--- src/rtl/rtc_pkg.sv ---
// Constants shared by the calendar clock and its backup store
package rtc_pkg;
   localparam int          XTAL_HZ         = 32768;
   localparam logic [6:0]  PREDIV_A_RST    = 7'h7F;
   localparam logic [14:0] PREDIV_S_RST    = 15'h00FF;
   localparam int          CAL_WIN_BITS    = 20;
   localparam int          CAL_ADD_BITS    = 11;
   localparam logic [5:0]  REF_EDGES_50    = 6'h32;
   localparam logic [5:0]  REF_EDGES_60    = 6'h3C;
   localparam int          BKP_WORDS       = 32;
   localparam int          BKP_WIDTH       = 32;
   localparam logic [31:0] BKP_RST         = 32'h0000_0000;
   localparam logic [7:0]  TIME_RST        = 8'h00;
   localparam logic [7:0]  DATE_RST        = 8'h01;
   localparam logic [7:0]  YEAR_RST        = 8'h00;
   localparam logic [2:0]  WDAY_RST        = 3'h1;
   localparam logic [2:0]  WDAY_LAST       = 3'h7;
   localparam logic [7:0]  SEC_LAST        = 8'h59;
   localparam logic [7:0]  HOUR_LAST       = 8'h23;
   localparam logic [7:0]  MON_LAST        = 8'h12;
   localparam logic [7:0]  YEAR_LAST       = 8'h99;
   localparam logic [15:0] WAKE_RST        = 16'hFFFF;
endpackage

--- src/rtl/backup_mem.sv ---
// Backup word store, wiped as a whole on tamper
`timescale 1ns/1ps
module backup_mem #(
   parameter int WORDS = rtc_pkg::BKP_WORDS,
   parameter int WIDTH = rtc_pkg::BKP_WIDTH
) (
   input  wire logic                     ref_clk,
   input  wire logic                     rstn,
   input  wire logic                     wipe,
   input  wire logic                     wr_en,
   input  wire logic [$clog2(WORDS)-1:0] addr,
   input  wire logic [WIDTH-1:0]         wdata,
   output logic      [WIDTH-1:0]         rdata
);
   import rtc_pkg::*;

   logic [WIDTH-1:0] mem_reg [WORDS];

   always_ff @(posedge ref_clk or negedge rstn) begin
      if (!rstn) begin
         for (int i = 0; i < WORDS; i++) begin
            mem_reg[i] <= WIDTH'(BKP_RST);
         end
      end else if (wipe) begin
         for (int i = 0; i < WORDS; i++) begin
            mem_reg[i] <= WIDTH'(BKP_RST);
         end
      end else if (wr_en) begin
         mem_reg[addr] <= wdata;
      end
   end

   always_ff @(posedge ref_clk or negedge rstn) begin
      if (!rstn) begin
         rdata <= '0;
      end else begin
         rdata <= mem_reg[addr];
      end
   end
endmodule

--- src/rtl/rtc_calendar_backup.sv ---
// Calendar clock with prescaler, alarms, time stamp, tamper, wakeup and backup words
`timescale 1ns/1ps
module rtc_calendar_backup (
   input  wire logic                  ref_clk,
   input  wire logic                  rstn,
   input  wire logic                  xtal_clk_in,
   input  wire logic                  cfg_wr,
   input  wire logic [6:0]            cfg_prediv_a,
   input  wire logic [14:0]           cfg_prediv_s,
   input  wire logic [8:0]            cal_minus,
   input  wire logic                  cal_plus,
   input  wire logic                  ref_det_en,
   input  wire logic                  ref_sel_60hz,
   input  wire logic                  ref_clk_in,
   input  wire logic                  set_time,
   input  wire logic [23:0]           set_hms,
   input  wire logic [23:0]           set_ymd,
   input  wire logic [2:0]            set_wday,
   input  wire logic                  shift_req,
   input  wire logic [14:0]           shift_subfs,
   input  wire logic                  shift_add1s,
   input  wire logic                  dst_add_hour,
   input  wire logic                  dst_sub_hour,
   input  wire logic [1:0]            alarm_en,
   input  wire logic [1:0][31:0]      alarm_value,
   input  wire logic [1:0][3:0]       alarm_mask,
   input  wire logic [1:0]            alarm_ie,
   input  wire logic [1:0]            alarm_clr,
   input  wire logic                  ts_in,
   input  wire logic                  ts_en,
   input  wire logic                  ts_ie,
   input  wire logic                  ts_clr,
   input  wire logic                  tamper_input_0,
   input  wire logic                  tamper_input_1,
   input  wire logic                  tamper_input_2,
   input  wire logic [2:0]            tamper_en,
   input  wire logic [2:0]            tamper_level,
   input  wire logic                  tamper_ts_en,
   input  wire logic                  tamper_ie,
   input  wire logic [2:0]            tamper_clr,
   input  wire logic                  wake_en,
   input  wire logic                  wake_clk_sel,
   input  wire logic [15:0]           wake_reload,
   input  wire logic                  wake_ie,
   input  wire logic                  wake_clr,
   input  wire logic                  bkp_wr,
   input  wire logic [4:0]            bkp_addr,
   input  wire logic [31:0]           bkp_wdata,
   output logic      [31:0]           bkp_rdata,
   output logic      [7:0]            hours,
   output logic      [7:0]            minutes,
   output logic      [7:0]            seconds,
   output logic      [14:0]           subsec,
   output logic      [7:0]            year,
   output logic      [7:0]            month,
   output logic      [7:0]            mday,
   output logic      [2:0]            wday,
   output logic      [1:0]            alarm_flag,
   output logic      [1:0]            alarm_irq,
   output logic      [23:0]           ts_hms,
   output logic      [23:0]           ts_ymd,
   output logic                       ts_flag,
   output logic                       ts_ovf,
   output logic                       ts_irq,
   output logic      [2:0]            tamper_flag,
   output logic                       tamper_irq,
   output logic                       wake_flag,
   output logic                       wake_irq
);
   import rtc_pkg::*;

   // Returns {carry, next} for a BCD field stepping from lo up to hi
   function automatic logic [8:0] bcd_step(input logic [7:0] v, input logic [7:0] lo,
                                           input logic [7:0] hi);
      if (v >= hi) begin
         bcd_step = {1'b1, lo};
      end else if (v[3:0] == 4'h9) begin
         bcd_step = {1'b0, v[7:4] + 4'h1, 4'h0};
      end else begin
         bcd_step = {1'b0, v + 8'h01};
      end
   endfunction

   function automatic logic leap(input logic [7:0] y);
      if (y[4]) begin
         leap = (y[3:0] == 4'h2) || (y[3:0] == 4'h6);
      end else begin
         leap = (y[3:0] == 4'h0) || (y[3:0] == 4'h4) || (y[3:0] == 4'h8);
      end
   endfunction

   function automatic logic [7:0] month_last(input logic [7:0] m, input logic [7:0] y);
      case (m)
         8'h02:   month_last = leap(y) ? 8'h29 : 8'h28;
         8'h04, 8'h06, 8'h09, 8'h11: month_last = 8'h30;
         default: month_last = 8'h31;
      endcase
   endfunction

   logic [6:0]  prediv_a_reg;
   logic [14:0] prediv_s_reg;
   logic        xtal_reg, xtal_d_reg, ref_reg, ref_d_reg, ts_d_reg;
   logic [2:0]  tamp_d_reg;
   logic [CAL_WIN_BITS-1:0] cal_cnt_reg;
   logic        add_pend_reg;
   logic [6:0]  pa_reg;
   logic [14:0] ss_reg;
   logic [5:0]  ref_cnt_reg;
   logic [15:0] wake_cnt_reg;
   logic        tick_d_reg;
   logic [7:0]  sec_next, min_next, hour_next, day_next, mon_next, year_next;
   logic [2:0]  wday_next;
   logic [8:0]  s_step, m_step, h_step, d_step, mo_step, y_step;
   logic        xedge, ck_pulse, ss_wrap, ref_edge, ref_tick, sec_tick;
   logic [15:0] shift_sum;
   logic [14:0] shifted_ss;
   logic [2:0]  tamp_now, tamp_hit;
   logic        ts_event, wipe, wake_step;
   logic [1:0]  alarm_hit;

   // Configuration held in the backup domain; only rstn clears it
   always_ff @(posedge ref_clk or negedge rstn) begin
      if (!rstn) begin
         prediv_a_reg <= PREDIV_A_RST;
         prediv_s_reg <= PREDIV_S_RST;
      end else if (cfg_wr) begin
         prediv_a_reg <= cfg_prediv_a;
         prediv_s_reg <= cfg_prediv_s;
      end
   end

   always_ff @(posedge ref_clk or negedge rstn) begin
      if (!rstn) begin
         xtal_reg   <= 1'b0;
         xtal_d_reg <= 1'b0;
         ref_reg    <= 1'b0;
         ref_d_reg  <= 1'b0;
         ts_d_reg   <= 1'b0;
         tamp_d_reg <= 3'h7;
      end else begin
         xtal_reg   <= xtal_clk_in;
         xtal_d_reg <= xtal_reg;
         ref_reg    <= ref_clk_in;
         ref_d_reg  <= ref_reg;
         ts_d_reg   <= ts_in;
         tamp_d_reg <= tamp_now ~^ tamper_level;
      end
   end

   assign xedge    = xtal_reg & ~xtal_d_reg;
   assign ref_edge = ref_reg & ~ref_d_reg;

   // Drop the first cal_minus crystal edges of each window, or add one
   // pulse every 2^11 edges (512 per window) when cal_plus is set
   always_ff @(posedge ref_clk or negedge rstn) begin
      if (!rstn) begin
         cal_cnt_reg  <= '0;
         add_pend_reg <= 1'b0;
      end else begin
         if (xedge) begin
            cal_cnt_reg <= cal_cnt_reg + 1'b1;
         end
         add_pend_reg <= xedge & cal_plus & (cal_cnt_reg[CAL_ADD_BITS-1:0] == '0);
      end
   end

   assign ck_pulse = (xedge & (cal_cnt_reg >= CAL_WIN_BITS'(cal_minus))) | add_pend_reg;

   assign shift_sum  = {1'b0, ss_reg} + {1'b0, shift_subfs};
   assign shifted_ss = (shift_sum > {1'b0, prediv_s_reg}) ?
                       15'(shift_sum - {1'b0, prediv_s_reg} - 16'h0001) : shift_sum[14:0];
   assign ss_wrap    = ck_pulse && (pa_reg == '0) && (ss_reg == '0);
   assign ref_tick   = ref_det_en && ref_edge &&
                       (ref_cnt_reg == (ref_sel_60hz ? REF_EDGES_60 : REF_EDGES_50) - 6'h01);
   assign sec_tick   = (ref_det_en ? ref_tick : ss_wrap) | (shift_req & shift_add1s);

   always_ff @(posedge ref_clk or negedge rstn) begin
      if (!rstn) begin
         pa_reg <= PREDIV_A_RST;
         ss_reg <= PREDIV_S_RST;
      end else if (set_time || cfg_wr) begin
         pa_reg <= cfg_wr ? cfg_prediv_a : prediv_a_reg;
         ss_reg <= cfg_wr ? cfg_prediv_s : prediv_s_reg;
      end else if (shift_req) begin
         ss_reg <= shifted_ss;
      end else if (ref_tick) begin
         pa_reg <= prediv_a_reg;
         ss_reg <= prediv_s_reg;
      end else if (ck_pulse) begin
         if (pa_reg == '0) begin
            pa_reg <= prediv_a_reg;
            ss_reg <= (ss_reg == '0) ? prediv_s_reg : ss_reg - 15'h0001;
         end else begin
            pa_reg <= pa_reg - 7'h01;
         end
      end
   end

   always_ff @(posedge ref_clk or negedge rstn) begin
      if (!rstn) begin
         ref_cnt_reg <= '0;
      end else if (!ref_det_en || ref_tick) begin
         ref_cnt_reg <= '0;
      end else if (ref_edge) begin
         ref_cnt_reg <= ref_cnt_reg + 6'h01;
      end
   end

   always_comb begin
      s_step    = bcd_step(seconds, TIME_RST, SEC_LAST);
      m_step    = bcd_step(minutes, TIME_RST, SEC_LAST);
      h_step    = bcd_step(hours, TIME_RST, HOUR_LAST);
      d_step    = bcd_step(mday, DATE_RST, month_last(month, year));
      mo_step   = bcd_step(month, DATE_RST, MON_LAST);
      y_step    = bcd_step(year, YEAR_RST, YEAR_LAST);
      sec_next  = seconds;
      min_next  = minutes;
      hour_next = hours;
      day_next  = mday;
      mon_next  = month;
      year_next = year;
      wday_next = wday;
      if (sec_tick) begin
         sec_next = s_step[7:0];
         if (s_step[8]) begin
            min_next = m_step[7:0];
            if (m_step[8]) begin
               hour_next = h_step[7:0];
               if (h_step[8]) begin
                  wday_next = (wday == WDAY_LAST) ? WDAY_RST : wday + 3'h1;
                  day_next  = d_step[7:0];
                  if (d_step[8]) begin
                     mon_next = mo_step[7:0];
                     if (mo_step[8]) begin
                        year_next = y_step[7:0];
                     end
                  end
               end
            end
         end
      end
      // One-hour steps stay within the day; a request at the day edge is ignored
      if (dst_add_hour && hour_next != HOUR_LAST) begin
         hour_next = 8'(bcd_step(hour_next, TIME_RST, HOUR_LAST));
      end else if (dst_sub_hour && hour_next != TIME_RST) begin
         hour_next = (hour_next[3:0] == 4'h0) ? {hour_next[7:4] - 4'h1, 4'h9} :
                     hour_next - 8'h01;
      end
   end

   always_ff @(posedge ref_clk or negedge rstn) begin
      if (!rstn) begin
         seconds <= TIME_RST;
         minutes <= TIME_RST;
         hours   <= TIME_RST;
         mday    <= DATE_RST;
         month   <= DATE_RST;
         year    <= YEAR_RST;
         wday    <= WDAY_RST;
      end else if (set_time) begin
         {hours, minutes, seconds} <= set_hms;
         {year, month, mday}       <= set_ymd;
         wday                      <= set_wday;
      end else begin
         seconds <= sec_next;
         minutes <= min_next;
         hours   <= hour_next;
         mday    <= day_next;
         month   <= mon_next;
         year    <= year_next;
         wday    <= wday_next;
      end
   end

   assign subsec = ss_reg;

   always_ff @(posedge ref_clk or negedge rstn) begin
      if (!rstn) begin
         tick_d_reg <= 1'b0;
      end else begin
         tick_d_reg <= sec_tick & ~set_time;
      end
   end

   // Fields: [31:24] day of month, [23:16] hours, [15:8] minutes, [7:0] seconds;
   // mask bit 3..0 drops day, hours, minutes, seconds from the compare
   for (genvar a = 0; a < 2; a++) begin : g_alarm
      assign alarm_hit[a] = alarm_en[a] && tick_d_reg &&
         (alarm_mask[a][3] || alarm_value[a][31:24] == mday) &&
         (alarm_mask[a][2] || alarm_value[a][23:16] == hours) &&
         (alarm_mask[a][1] || alarm_value[a][15:8] == minutes) &&
         (alarm_mask[a][0] || alarm_value[a][7:0] == seconds);

      always_ff @(posedge ref_clk or negedge rstn) begin
         if (!rstn) begin
            alarm_flag[a] <= 1'b0;
         end else if (alarm_hit[a]) begin
            alarm_flag[a] <= 1'b1;
         end else if (alarm_clr[a]) begin
            alarm_flag[a] <= 1'b0;
         end
      end
   end

   assign alarm_irq = alarm_flag & alarm_ie;

   assign tamp_now = {tamper_input_2, tamper_input_1, tamper_input_0};
   // Previous match starts as set, so leaving reset is never an event
   assign tamp_hit = tamper_en & (tamp_now ~^ tamper_level) & ~tamp_d_reg;
   assign wipe     = |tamp_hit;
   assign ts_event = (ts_en & ts_in & ~ts_d_reg) | (tamper_ts_en & wipe);

   always_ff @(posedge ref_clk or negedge rstn) begin
      if (!rstn) begin
         ts_hms  <= '0;
         ts_ymd  <= '0;
         ts_flag <= 1'b0;
         ts_ovf  <= 1'b0;
      end else begin
         if (ts_event) begin
            ts_hms  <= {hours, minutes, seconds};
            ts_ymd  <= {year, month, mday};
            ts_flag <= 1'b1;
            ts_ovf  <= ts_flag & ~ts_clr;
         end else if (ts_clr) begin
            ts_flag <= 1'b0;
            ts_ovf  <= 1'b0;
         end
      end
   end

   assign ts_irq = ts_flag & ts_ie;

   always_ff @(posedge ref_clk or negedge rstn) begin
      if (!rstn) begin
         tamper_flag <= 3'h0;
      end else begin
         tamper_flag <= tamp_hit | (tamper_flag & ~tamper_clr);
      end
   end

   assign tamper_irq = tamper_ie & (|tamper_flag);

   assign wake_step = wake_en & (wake_clk_sel ? ck_pulse : sec_tick);

   always_ff @(posedge ref_clk or negedge rstn) begin
      if (!rstn) begin
         wake_cnt_reg <= WAKE_RST;
         wake_flag    <= 1'b0;
      end else begin
         if (!wake_en) begin
            wake_cnt_reg <= wake_reload;
         end else if (wake_step) begin
            wake_cnt_reg <= (wake_cnt_reg == '0) ? wake_reload : wake_cnt_reg - 16'h0001;
         end
         if (wake_step && wake_cnt_reg == '0) begin
            wake_flag <= 1'b1;
         end else if (wake_clr) begin
            wake_flag <= 1'b0;
         end
      end
   end

   assign wake_irq = wake_flag & wake_ie;

   backup_mem #(
      .WORDS (BKP_WORDS),
      .WIDTH (BKP_WIDTH)
   ) u_backup (
      .ref_clk (ref_clk),
      .rstn    (rstn),
      .wipe    (wipe),
      .wr_en   (bkp_wr),
      .addr    (bkp_addr),
      .wdata   (bkp_wdata),
      .rdata   (bkp_rdata)
   );
endmodule

--- config.mk ---
export PLATFORM = sky130hd
export DESIGN_NAME = rtc_calendar_backup
export DESIGN_NICKNAME = d
export VERILOG_FILES = /design/src/rtl/rtc_pkg.sv /design/src/rtl/backup_mem.sv /design/src/rtl/rtc_calendar_backup.sv
export SDC_FILE = /design/constraint.sdc
export NUM_CORES = 2
export LEC_CHECK = 0
export CAP_MARGIN = 20
export CORE_MARGIN = 2
export CORE_UTILIZATION = 25
export DETAILED_ROUTE_END_ITERATION = 7
export DONT_BUFFER_PORTS = 1
export GPL_ROUTABILITY_DRIVEN = 0
export GPL_TIMING_DRIVEN = 0
export PLACE_DENSITY_LB_ADDON = 0.12
export SLEW_MARGIN = 15
export SYNTH_ARGS = -nofsm -noshare
export SYNTH_HDL_FRONTEND = slang
export SYNTH_SLANG_ARGS = --single-unit
export TNS_END_PERCENT = 50
--- constraint.sdc ---
create_clock -name ref_clk -period 5.7 [get_ports ref_clk]
set_input_delay 0.285 -clock ref_clk [delete_from_list [all_inputs] [get_ports ref_clk]]
set_output_delay 0.285 -clock ref_clk [all_outputs]
set_load 0.02 [all_outputs]
==> results_dict.tcl <==
set metrics [dict create \
    outcome "complete, no violations" \
    numCtsBuffers 157 \
    min_period_ns 5.301 \
    syn_area_um2 62370 \
    fin_crit_sh 0.9300 \
    wirelength_um 281600 \
    io_pins 423 \
    max_cap_violations 0 \
    max_freq_ghz 0.1887 \
    cts_tree "built" \
    grt.total_usage 0.2181 \
    rrSetupSlack_ns 0.40 \
    grt_overflow 0 \
    routedWlPerCell_um 26.64 \
    vias_per_cell 5.007 \
    fp.dieH_um 503.5 \
    synthCells 6713 \
    antenna_left 0 \
    synth_top_cell_by_area "dfrtp_1" \
    finalWorstSetupSlack_ns 0.3992 \
    crit_fanout 10 \
    initialDrtViolationCount 5087 \
    p_leak_uw 0.02981 \
    synth_flop_cell "dfrtp_1" \
    yosys_warnings 0 \
    slew_headroom 0.1833 \
    cp.required_ns 6.48 \
    clk_latency_ns 0.84 \
    port_buffers 0 \
    clkTransAtPathRegs_ns 0.06 \
    p_int_uw 16870 \
    power.density_nw_per_um2 332.3 \
    final-seq-area_um2 31570 \
    initial_core_util 0.2511 \
    crit_slowest_cell "or4b_2" \
    dieArea_um2 253500 \
    largest_register_ffs 1024 \
    power_frac_comb 0.166 \
    ys_ff_latch 1259 \
    first_pass_iters 6 \
    synthTopCellsByArea "dfrtp_1 48%, nand2_1 13%, mux4_2 9.2%" \
    regToRegStartpoint "year[2]" \
    hold_start "wake_clk_sel" \
    synth_edf_count 0 \
    coreArea_um2 248400 \
    hold_end "wake_cnt_reg[8]" \
    synthArstFlopShare 1.000 \
    syn_avg_cell_area_um2 9.292 \
    via_count 52910 \
    holdWs_ns 0.06433 \
    grt_max_degree 189 \
    path_class "flip-flop to flip-flop" \
    cts_buffer_depth 3 \
    worstHoldPathCells 4 \
    htree_num_levels 4 \
    grt_antenna_before_repair 26 \
    power_frac_seq 0.408 \
    nets 7440 \
    row_count 183 \
    p_clk_frac 0.427 \
    preCtsSetupSlack_ns 0.2573 \
    start_kind "flip-flop" \
    synthTopCellsByCount "2226 x nand2_1, 1207 x dfrtp_1, 1149 x a21oi_1" \
    drc_errors 0 \
    dieWidth_um 503.5 \
    multi_input_area_um2 28380 \
    r2r_cells 15 \
    switching_share 0.3210 \
    timing.rr.end "mday[0]" \
    yosysSeqAreaShare 0.5061 \
    place_hpwl_um 209200 \
    clock_skew_ns 0.07645 \
    finalSetupTns_ns 0 \
    setup_viol_count_final 0 \
    synth_cell_types 88 \
    drive_gt1_frac 0.1053 \
    hold_path.class "input port to flip-flop" \
    synthToLayoutAreaGrowth_pct 19.85 \
    cts_sinks 1259 \
    critical_path.cell_chain "clkbuf_1, a211oi_1, o21ai_0, a21oi_1, o32a_1, ha_1, or4b_2, a21o_1, a21o_1, a2111oi_4, inv_1, o32ai_1, dlygate4sd3_1, a21oi_1, dlygate4sd3_1" \
    peakVddDrop_uv 273.9 \
    grt_pass1_wl_um 398000 \
    tightest_slew_ns 1.225 \
    final-hold-violation-count 0 \
    syn_nets 7053 \
    slew_violations 0 \
    cts_setup_buffers 0 \
    synth_most_common_cell "nand2_1" \
    fillers 26080 \
    switchingPower_uw 7975 \
    yosys.area.top_type_share 0.4842 \
    cp-end-kind "flip-flop" \
    max_stage_delay_ns 0.67 \
    clock-root-buffer "clkbuf_16" \
    rsz0062_at_grt "false" \
    grt_pass1_vias 52750 \
    cp.arrival_ns 6.08 \
]
[worst max path at each step]
stage               start  depth (start not counted)   endpoint
2_1_floorplan   subsec[1]                         20  subsec[7]
3_3_place_gp    subsec[0]                         20  subsec[7]
3_5_place_dp    subsec[0]                         20  subsec[7]
4_1_cts        seconds[5]                         18   hours[0]
5_1_grt         subsec[0]                         20  subsec[7]
6_report          year[2]                         15    mday[0]
[stage by stage]
step	total power, uW	cell area [um2]	std cells	utilization
global route	25870	74740	10560	0.3008
floorplan	12490	62370	6713	-
detailed placement	14210	67270	10070	0.2708
CTS	25110	74670	10560	0.3006
finish	24840	74760	10570	0.3009
global placement	13950	66540	10040	0.2678
[cell usage in the layout (no fill, tap or decap), types with 51 or more instances in the layout]
| cell type | netlist | final |
|---|---|---|
| a21oi_1 | 1149 | 1149 |
| a22oi_1 | 140 | 139 |
| clkbuf_1 | 523 | 530 |
| clkbuf_16 | 0 | 157 |
| dfrtp_1 | 1207 | 1207 |
| dfstp_2 | 52 | 52 |
| dlygate4sd3_1 | 0 | 196 |
| ha_1 | 74 | 74 |
| inv_1 | 85 | 85 |
| mux2_2 | 60 | 60 |
| mux4_2 | 256 | 256 |
| nand2_1 | 2226 | 2226 |
| nor2_1 | 161 | 160 |
| nor3_1 | 52 | 51 |
| o21ai_0 | 133 | 131 |
| xor2_1 | 81 | 81 |
[critical path, delay by kind of cell, from the launching register on]
| kind | cells | cell delay, ns |
|---|---|---|
| buffers and inverters | 4 | 1.78 |
| AND/OR/NAND/NOR | 1 | 0.67 |
| adder cells (fa/ha/maj) | 1 | 0.27 |
| AO/OA/AOI/OAI | 9 | 1.94 |
| flip-flops | 1 | 0.60 |
[area by class of cell]
type	instances	share of cell area
Antenna cell	9	0.0003013
Buffer	569	0.02984
Clock buffer	236	0.06161
Clock inverter	52	0.01126
Inverter	85	0.004268
Multi-Input combinational cell	4800	0.3797
Sequential cell	1259	0.4223
Tap cell	3330	0.05573
Timing Repair Buffer	228	0.03501
[repair_timing]
item	in CTS	in global routing
endpoints found under the hold margin	1508	5
gates resized for setup	0	7
hold buffers	195	1
setup endpoints to repair	0	15
[power by group through the flow]
stage	clock, uW	combinational, uW	sequential [uW]
after floorplan	0	2420	10100
after global placement	0	3660	10300
after detailed placement	0	3920	10300
after CTS	10900	4120	10100
after global routing	11200	4480	10200
final	10600	4120	10100
[cells by family after synthesis]
logic type	synth area share
and+or+nand+nor	0.1728
AOI/OAI and AO/OA	0.1420
DFF	0.5061
buffers and inverters	0.03974
muxes	0.1062
xor gates and xnor gates	0.01769
adders and majority gates	0.01549
[per-layer routing]
layer,track usage,routed length (um),up-vias
met3,0.03604,16340,440
met5,0,23,-
met4,0.07774,10550,4
met1,0.2902,121000,26930
met2,0.3566,133600,1804
li1,-,-,23740
Note: power is estimated with default switching activity, not from simulation.
